==> config.mk <==
export PLATFORM = sky130hd
export DESIGN_NAME = tsa_top
export DESIGN_NICKNAME = d
export VERILOG_FILES = /design/src/tsa_pkg.sv /design/src/tsa_mf_decode.sv /design/src/tsa_top.sv
export SDC_FILE = /design/constraint.sdc
export NUM_CORES = 1
export LEC_CHECK = 0
export ABC_AREA = 1
export BUFFER_PORTS_ARGS = -buffer_cell sky130_fd_sc_hd__buf_2
export CORE_UTILIZATION = 49
export DETAILED_ROUTE_END_ITERATION = 16
export PLACE_DENSITY = 0.76
export SYNTH_ARGS = -nofsm -noshare
export SYNTH_HDL_FRONTEND = slang
export SYNTH_SLANG_ARGS = --single-unit
==> constraint.sdc <==
create_clock -name mclk -period 2.71 [get_ports mclk]
set_clock_uncertainty 0.15 [all_clocks]
set_input_delay 0.542 -clock mclk [delete_from_list [all_inputs] [get_ports mclk]]
set_output_delay 0.542 -clock mclk [all_outputs]
set_load 0.05 [all_outputs]
==> src/tsa_pkg.sv <==
// Package for the tributary slot allocator: frame geometry, slot counts
// and unit/mode encodings.
// Assumes a byte-wide, frame-aligned payload stream of 4 rows x 3824 cols.
package tsa_pkg;

  // ==========================================================
  // Frame geometry
  localparam int unsigned ROWS        = 4;
  localparam int unsigned COLS        = 3824;
  localparam logic [11:0] COL_OH_LO   = 12'hF;    // Overhead column 15
  localparam logic [11:0] COL_OH_HI   = 12'h10;   // Overhead column 16
  localparam logic [11:0] COL_PL_1ST  = 12'h11;   // First payload column 17
  localparam logic [11:0] COL_PL_L4_E = 12'hEE8;  // Column 3816
  localparam logic [11:0] COL_LAST    = 12'hEF0;  // Column 3824
  localparam logic [2:0]  ROW_OH_LAST = 3'h3;     // Overhead rows 1..3

  // ==========================================================
  // Slot counts per unit and mode
  localparam logic [6:0] NS_L1      = 7'h2;
  localparam logic [6:0] NS_L3_COARSE = 7'h10;
  localparam logic [6:0] NS_L3_FINE = 7'h20;
  localparam logic [6:0] NS_L4      = 7'h50;

  // Reset value of slot outputs
  localparam logic [6:0] SLOT_RST   = 7'h0;

  // ==========================================================
  // Payload unit selection
  typedef enum logic [1:0] {
    UNIT_L1,
    UNIT_L3,
    UNIT_L4
  } tsa_unit_t;

  // Level-3 slot size mode
  typedef enum logic {
    MODE_COARSE,
    MODE_FINE
  } tsa_mode_t;

endpackage : tsa_pkg

==> src/tsa_mf_decode.sv <==
// Multiframe decoder: maps the multiframe counter/indicator byte to the
// slot number (1-based) owning the slot overhead of this frame.
// Assumes the byte is stable for the whole frame.
`timescale 1ns/1ns
module tsa_mf_decode (
  // Selection
  input  wire tsa_pkg::tsa_unit_t unit,
  input  wire tsa_pkg::tsa_mode_t mode,
  // Multiframe bytes, bit 1 = msb
  input  wire logic [7:0]         multiframe_counter_byte,
  input  wire logic [7:0]         multiframe_indicator_byte,
  // Slot that owns the overhead, 1-based
  output logic [6:0]              oh_slot
);

  // ==========================================================
  // Decode
  // Bit n of the byte (n=1 msb) is index 8-n.
  always_comb begin
    oh_slot = 7'h1;
    unique case (unit)
      tsa_pkg::UNIT_L1:
        oh_slot = {6'h0, multiframe_counter_byte[0]} + 7'h1;
      tsa_pkg::UNIT_L3: begin
        if (mode == tsa_pkg::MODE_FINE) begin
          oh_slot = {2'h0, multiframe_counter_byte[4:0]} + 7'h1;
        end else begin
          oh_slot = {3'h0, multiframe_counter_byte[3:0]} + 7'h1;
        end
      end
      tsa_pkg::UNIT_L4:
        oh_slot = multiframe_indicator_byte[6:0] + 7'h1;
      default: oh_slot = 7'h1;
    endcase
  end

endmodule : tsa_mf_decode

==> src/tsa_top.sv <==
// Tributary slot allocator: tags each payload, overhead and stuff byte of a frame-aligned
// stream with its tributary slot, overhead ownership or fixed stuff.
// Assumes sof marks row 1 column 1 and byte_valid strobes each byte.
`timescale 1ns/1ns
module tsa_top (
  // Clock and reset
  input  wire logic               mclk,
  input  wire logic               reset_n,
  // Configuration
  input  wire tsa_pkg::tsa_unit_t unit,
  input  wire tsa_pkg::tsa_mode_t mode,
  // Framer stream
  input  wire logic               byte_valid,
  input  wire logic               sof,
  input  wire logic [7:0]         byte_in,
  input  wire logic [7:0]         multiframe_counter_byte,
  input  wire logic [7:0]         multiframe_indicator_byte,
  // Tagged stream to mappers/demappers
  output logic                    out_valid_ff,
  output logic [7:0]              out_byte_ff,
  output logic [6:0]              slot_fine_ff,
  output logic [6:0]              slot_coarse_ff,
  output logic                    payload_ff,
  output logic                    slot_overhead_ff,
  output logic [6:0]              oh_slot_ff,
  output logic                    fixed_stuff_ff,
  output logic                    mf_start_ff
);

  // ==========================================================
  // Position state
  logic [11:0] col_ff;         // Column of the next byte
  logic [11:0] nxt_col;
  logic [2:0]  row_ff;         // Row of the next byte
  logic [2:0]  nxt_row;
  logic        run_ff;         // Position known
  logic        nxt_run;

  // Slot state
  logic [6:0]  slot_ff;        // Next slot to hand out, 0-based
  logic [6:0]  nxt_slot;

  // Frame facts of the byte now offered
  logic [6:0]  nslots;         // Slots in the payload area
  logic [6:0]  slot_last;      // Highest slot index, 0-based
  logic [6:0]  oh_slot;        // Owner of this frame's overhead
  logic [6:0]  slot_base;      // Slot index of this byte, 0-based
  logic [11:0] cur_col;
  logic [2:0]  cur_row;
  logic        row_end;        // Byte closes its row
  logic        frame_end;      // Byte closes its frame
  logic        take;           // Byte accepted this cycle
  logic        is_pl;
  logic        is_oh;
  logic        is_fs;
  logic        mf_zero;        // Multiframe field reads zero
  logic        mf_first;

  // Tag shown when a byte belongs to no slot
  localparam logic [6:0] SLOT_NONE = tsa_pkg::SLOT_RST;

  // Outputs next values
  logic        nxt_out_valid;
  logic [7:0]  nxt_out_byte;
  logic [6:0]  nxt_slot_fine;
  logic [6:0]  nxt_slot_coarse;
  logic        nxt_payload;
  logic        nxt_slot_overhead;
  logic [6:0]  nxt_oh_slot;
  logic        nxt_fixed_stuff;
  logic        nxt_mf_start;

  // Overhead slot decode
  tsa_mf_decode u_dec (
    .unit                      (unit),
    .mode                      (mode),
    .multiframe_counter_byte   (multiframe_counter_byte),
    .multiframe_indicator_byte (multiframe_indicator_byte),
    .oh_slot                   (oh_slot)
  );

  // ==========================================================
  // Slot count per unit; coarse mode always allowed on level 3
  always_comb begin
    unique case (unit)
      tsa_pkg::UNIT_L1: begin
        nslots = tsa_pkg::NS_L1;
      end
      tsa_pkg::UNIT_L3: begin
        if (mode == tsa_pkg::MODE_FINE) begin
          nslots = tsa_pkg::NS_L3_FINE;
        end else begin
          nslots = tsa_pkg::NS_L3_COARSE;
        end
      end
      tsa_pkg::UNIT_L4: begin
        nslots = tsa_pkg::NS_L4;
      end
      default: begin
        nslots = tsa_pkg::NS_L4;
      end
    endcase
    slot_last = nslots - 7'h1;
  end

  // ==========================================================
  // Acceptance: bytes count only once a frame start was seen
  assign take = byte_valid && (run_ff || sof);

  // ==========================================================
  // Byte position: sof forces row 1 column 1
  always_comb begin
    if (sof) begin
      cur_col = 12'h1;
      cur_row = 3'h1;
    end else begin
      cur_col = col_ff;
      cur_row = row_ff;
    end
    row_end   = cur_col == tsa_pkg::COL_LAST;
    frame_end = row_end && (cur_row == 3'(tsa_pkg::ROWS));
  end

  // ==========================================================
  // Multiframe start: decoded field is zero on the frame start
  always_comb begin
    mf_zero = 1'b0;
    unique case (unit)
      tsa_pkg::UNIT_L1: begin
        mf_zero = multiframe_counter_byte[0] == 1'b0;
      end
      tsa_pkg::UNIT_L3: begin
        if (mode == tsa_pkg::MODE_FINE) begin
          mf_zero = multiframe_counter_byte[4:0] == 5'h0;
        end else begin
          mf_zero = multiframe_counter_byte[3:0] == 4'h0;
        end
      end
      tsa_pkg::UNIT_L4: begin
        mf_zero = multiframe_indicator_byte[6:0] == 7'h0;
      end
      default: begin
        mf_zero = 1'b0;
      end
    endcase
    mf_first = mf_zero && sof;
  end

  // ==========================================================
  // Byte class: overhead, level-4 fixed stuff or payload
  always_comb begin
    // Overhead bytes in rows 1..3, columns 15..16
    is_oh = (cur_row <= tsa_pkg::ROW_OH_LAST)
         && (cur_col == tsa_pkg::COL_OH_LO
          || cur_col == tsa_pkg::COL_OH_HI);
    // Level-4 stuff columns belong to no slot
    is_fs = (unit == tsa_pkg::UNIT_L4)
         && (cur_col > tsa_pkg::COL_PL_L4_E);
    // Payload from column 17 on, stuff excluded
    is_pl = (cur_col >= tsa_pkg::COL_PL_1ST) && !is_fs;
  end

  // ==========================================================
  // Slot of this byte; a multiframe start restarts at slot 1
  always_comb begin
    if (mf_first) begin
      slot_base = 7'h0;
    end else begin
      slot_base = slot_ff;
    end
  end

  // ==========================================================
  // Position next state: columns, then rows, wrap per frame
  always_comb begin
    nxt_col = col_ff;
    nxt_row = row_ff;
    nxt_run = run_ff;
    if (take) begin
      nxt_run = 1'b1;
      if (frame_end) begin
        nxt_col = 12'h1;
        nxt_row = 3'h1;
      end else if (row_end) begin
        nxt_col = 12'h1;
        nxt_row = cur_row + 3'h1;
      end else begin
        nxt_col = cur_col + 12'h1;
        nxt_row = cur_row;
      end
    end
  end

  // ==========================================================
  // Slot next state: steps on payload bytes only, cyclic 0..N-1,
  // carried across rows and frames
  always_comb begin
    nxt_slot = slot_ff;
    if (take) begin
      nxt_slot = slot_base;
      if (is_pl && slot_base == slot_last) begin
        nxt_slot = 7'h0;
      end else if (is_pl) begin
        nxt_slot = slot_base + 7'h1;
      end
    end
  end

  // ==========================================================
  // Stream outputs next values
  always_comb begin
    nxt_out_valid = take;
    nxt_out_byte  = byte_in;
  end

  // ==========================================================
  // Tag outputs next values
  always_comb begin
    nxt_payload       = take && is_pl;
    nxt_slot_overhead = take && is_oh;
    nxt_fixed_stuff   = take && is_fs;
    nxt_mf_start      = take && mf_first;
    nxt_oh_slot       = SLOT_NONE;
    nxt_slot_fine     = SLOT_NONE;
    nxt_slot_coarse   = SLOT_NONE;
    // Overhead owner shown only on overhead bytes
    if (nxt_slot_overhead) begin
      nxt_oh_slot = oh_slot;
    end
    // Payload bytes carry their 1-based slot
    if (nxt_payload) begin
      nxt_slot_fine   = slot_base + 7'h1;
      nxt_slot_coarse = nxt_slot_fine;
    end
    // Coarse slot i is carried by fine slots i and i+16
    if (nxt_payload && unit == tsa_pkg::UNIT_L3
        && mode == tsa_pkg::MODE_FINE
        && nxt_slot_fine > tsa_pkg::NS_L3_COARSE) begin
      nxt_slot_coarse = nxt_slot_fine - tsa_pkg::NS_L3_COARSE;
    end
  end

  // ==========================================================
  // Position registers
  always_ff @(posedge mclk) begin
    if (!reset_n) begin
      col_ff <= 12'h1;
      row_ff <= 3'h1;
      run_ff <= 1'b0;
    end else begin
      col_ff <= nxt_col;
      row_ff <= nxt_row;
      run_ff <= nxt_run;
    end
  end

  // Slot register
  always_ff @(posedge mclk) begin
    if (!reset_n) begin
      slot_ff <= 7'h0;
    end else begin
      slot_ff <= nxt_slot;
    end
  end

  // Stream output registers
  always_ff @(posedge mclk) begin
    if (!reset_n) begin
      out_valid_ff <= 1'b0;
      out_byte_ff  <= 8'h0;
    end else begin
      out_valid_ff <= nxt_out_valid;
      out_byte_ff  <= nxt_out_byte;
    end
  end

  // Tag output registers
  always_ff @(posedge mclk) begin
    if (!reset_n) begin
      slot_fine_ff     <= tsa_pkg::SLOT_RST;
      slot_coarse_ff   <= tsa_pkg::SLOT_RST;
      payload_ff       <= 1'b0;
      slot_overhead_ff <= 1'b0;
      oh_slot_ff       <= tsa_pkg::SLOT_RST;
      fixed_stuff_ff   <= 1'b0;
      mf_start_ff      <= 1'b0;
    end else begin
      slot_fine_ff     <= nxt_slot_fine;
      slot_coarse_ff   <= nxt_slot_coarse;
      payload_ff       <= nxt_payload;
      slot_overhead_ff <= nxt_slot_overhead;
      oh_slot_ff       <= nxt_oh_slot;
      fixed_stuff_ff   <= nxt_fixed_stuff;
      mf_start_ff      <= nxt_mf_start;
    end
  end

endmodule : tsa_top

==> reports/qor.tcl <==
set qor(run_status) {complete, but fails checks}
set qor(violations) {negative setup slack}
set qor(route.detailed.wl_per_inst_um) 13.0
set qor(total_routing_resource_utilization_after_global_routing_pct) 25.5
set qor(rows) 28
set qor(r2r-end) {slot_coarse_ff[4]}
set qor(cts-htree-levels) 2
set qor(postSynthAreaPerCell_um2) 6.90
set qor(firstDrtPassIters) 5
set qor(power.static_leakage_nw) 2.09
set qor(final_critical_path_share_of_the_clock_period_pct) 101
set qor(drtAntennaViolNets) 0
set qor(layout-drive-gt1-share_pct) 35.3
set qor(cts.path.max_buffers) 2
set qor(floorplan_core_area_um2) 5920
set qor(timing.rr.start) {col_ff[1]}
set qor(post-dp-hpwl_mm) 6.06
set qor(n_fill_cell) 490
set qor(clk_latency_ps) 310
set qor(fp.dieW_um) 80.4
set qor(startpoint_type) {input pin}
set qor(synth-main-ff-cell) {dfxtp_1}
set qor(critPathCapture) {slot_coarse_ff[4]}
set qor(dieHeight_um) 80.4
set qor(synth_enable_flop_cells) 0
set qor(cts-hold-fix-buffers) 0
set qor(fraction_of_post_synthesis_cell_area_in_the_top_cell_type_by_area_pct) 35.2
set qor(yosys-top-cells-count) {nand2_1, inv_1, dfxtp_1, nor2_1, a21oi_1}
set qor(floorplan.die_area_um2) 6470
set qor(detail_route.iter0.violations) 251
set qor(power_density_nw_per_um2) 386
set qor(synth_fp_nets) 482
set qor(maxCapViolCount) 0
set qor(timing.setup.tns_ps) -49.8
set qor(crit_path_end_kind) {flip-flop}
set qor(slew_violations) 0
set qor(yosys_warnings) 0
set qor(yosysUniqueCellTypes) 42
set qor(design.portCount) 65
set qor(port_buffers) 60
set qor(holdWs_ps) 257
set qor(unrepaired_setup_endpoints_after_global_routing) {true}
set qor(grt_overflow) 0
set qor(max_freq_mhz) 364
set qor(tritoncts.num_buffers) 5
set qor(gpl.final_weighted_congestion) 0.934
set qor(synth-async-reset-ratio_pct) 0
set qor(antenna_cells_inserted) 0
set qor(cp.required_ps) 2780
set qor(worstRegToRegCells) 22
set qor(path_clk_slew_ps) 100
set qor(numClockSinks) 53
set qor(wire_length_of_the_first_global_routing_pass_mm) 12.9
set qor(maximum_number_of_pins_on_one_net_before_global_route_repair) 24
set qor(worst-setup-path-type) {input pin to flip-flop}
set qor(initial_utilization_pct) 50.9
set qor(timing.final.crit_period_ps) 2750
set qor(remaining_max_slew_budget_at_the_tightest_pin_pct) 75.8
set qor(via_count) 3307
set qor(vias_per_cell) 5.16
set qor(synth.top_cells.by_area) {dfxtp_1, nand2_1, inv_1}
set qor(synth_area_leader_cell) {dfxtp_1}
set qor(total_wirelength_of_the_detailed_routed_design_mm) 8.34
set qor(post-route-drc-count) 0
set qor(number_of_antenna_violations_at_the_first_check_in_global_routing) 0
set qor(root_buffer) {clkbuf_8}
set qor(finalNetCount) 610
set qor(tritoncts) {yes}
set qor(tightest_slew_ps) 361
set qor(final-setup-viol-count) 2
set qor(hold_viol_final) 0
set qor(irDropWorstVdd_v) 0.000283
set qor(syn_to_final_growth_pct) 38.5
set qor(min-delay-path-class) {input pin to flip-flop}
set qor(postLayoutSetupSlackWorst_ps) -36.3
set qor(cp-startpoint) {multiframe_indicator_byte[1]}
set qor(ys_seq_elements) 53
set qor(critPathMaxFanout) 6
set qor(synthCells) 437
set qor(mappedNetlistArea_um2) 3010
set qor(crit_arrival_ps) 2820
set qor(yosysMostFrequentCell) {nand2_1}
set qor(synth-seq-area-share_pct) 35.2
set qor(rrSetupSlack_ps) 260
set qor(number_of_global_route_vias_before_repair) 3043
==> cell type report <==
cell class	count	area (um2)	area share [%]
Multi-Input combinational cell	300	1720	41.2
Sequential cell	53	1060	25.4
Timing Repair Buffer	132	880	21.1
Inverter	73	299	7.16
Tap cell	75	93.8	2.25
Clock buffer	6	82.6	1.98
Clock inverter	2	37.5	0.899
==> state kept, by name, summed over array words and instances (netlist names) <==
register / count
slot_coarse_ff: 3
mf_start_ff: 1
run_ff: 1
row_ff: 3
col_ff: 12
out_byte_ff: 8
out_valid_ff: 1
payload_ff: 1
fixed_stuff_ff: 1
oh_slot_ff: 7
slot_fine_ff: 7
slot_ff: 7
slot_overhead_ff: 1
==> logic make-up (layout without fill, tap and decap cells) <==
family | Yosys count | count (layout) | share of synthesized area, %
buffers and inverters | 84 | 213 | 11.5
adders and majority gates | 14 | 14 | 5.81
xor gates and xnor gates | 7 | 7 | 2.03
DFF | 53 | 53 | 35.2
AOI/OAI and AO/OA | 65 | 65 | 12.4
and+or+nand+nor | 214 | 214 | 33.1
==> report_power, final <==
group,total (W),internal (W),switching (W)
registers,0.000795,0.000791,0.00000423
logic,0.000239,0.0000954,0.000144
clock network,0.000575,0.000301,0.000274
total,0.00161,0.00119,0.000422
==> worst max-delay path, cell delays in order <==
cell and delay, ps:
buf_12 90, inv_12 30, ha_4 140, nand2_2 50
nor2_1 40, nand2_1 90, nand3_2 120, nand2_4 90
inv_4 50, nor2_4 100, ha_4 160, nand3_4 80
o21ai_2 190, nand2_2 80, inv_2 80, nand2_2 60
inv_2 80, ha_4 130, nand2_2 40, nor2_1 110
nand3_1 100, nand2_2 100, nand2_4 80, a21oi_1 140
nor2_1 60
==> how the worst min path moves through the flow <==
stage,slack [ps],cells past startpoint,endpoint,startpoint
after CTS,250,3,out_byte_ff[5],byte_in[5]
after global routing,250,3,out_byte_ff[2],byte_in[2]
after global placement,280,2,run_ff,run_ff
after floorplan,270,2,run_ff,run_ff
final,260,3,out_byte_ff[4],byte_in[4]
after detailed placement,290,2,run_ff,run_ff
==> cells in the final DEF, fill, tap and decap left out, drive strengths merged <==
master	instances
dfxtp	53
nand3b	1
a221oi	1
a2bb2oi	1
nor3	7
inv	73
o22ai	3
a22oi	1
buf	132
a31oi	4
clkbuf	6
nor2	60
a21oi	25
xnor2	3
o21bai	1
ha	14
a211o	1
or2	1
bufinv	1
nand3	27
clkinvlp	1
xor2	4
o21ai	21
nand4	6
o21a	1
a31o	1
nor4	3
o31ai	2
nand2	109
a32oi	2
o221ai	1
==> routing by layer <==
metal	global-route usage (%)	wire [um]
met4	10.5	289
met3	4.55	602
met2	43.2	3830
met5	0	0
met1	31.6	3620
==> stage by stage <==
| stage | utilization (%) | cells | power, W | area [um2] | worst slack [ps] |
|---|---|---|---|---|---|
| floorplan | - | 437 | 0.000940 | 3110 | -155 |
| finish | 70.5 | 641 | 0.00161 | 4170 | -36.3 |
| CTS | 68.8 | 635 | 0.00161 | 4070 | 4.15 |
| detailed placement | 66.5 | 627 | 0.00104 | 3940 | -379 |
| global placement | 66.5 | 627 | 0.00104 | 3940 | -261 |
| global route | 70.5 | 641 | 0.00167 | 4170 | -159 |
==> repair_timing <==
action	in CTS	in global routing
hold endpoints to repair	0	0
pin swaps	1	17
setup endpoints to repair	3	3
resized for setup	4	15
buffers inserted	0	6
Power figures use the tool's default switching activity.
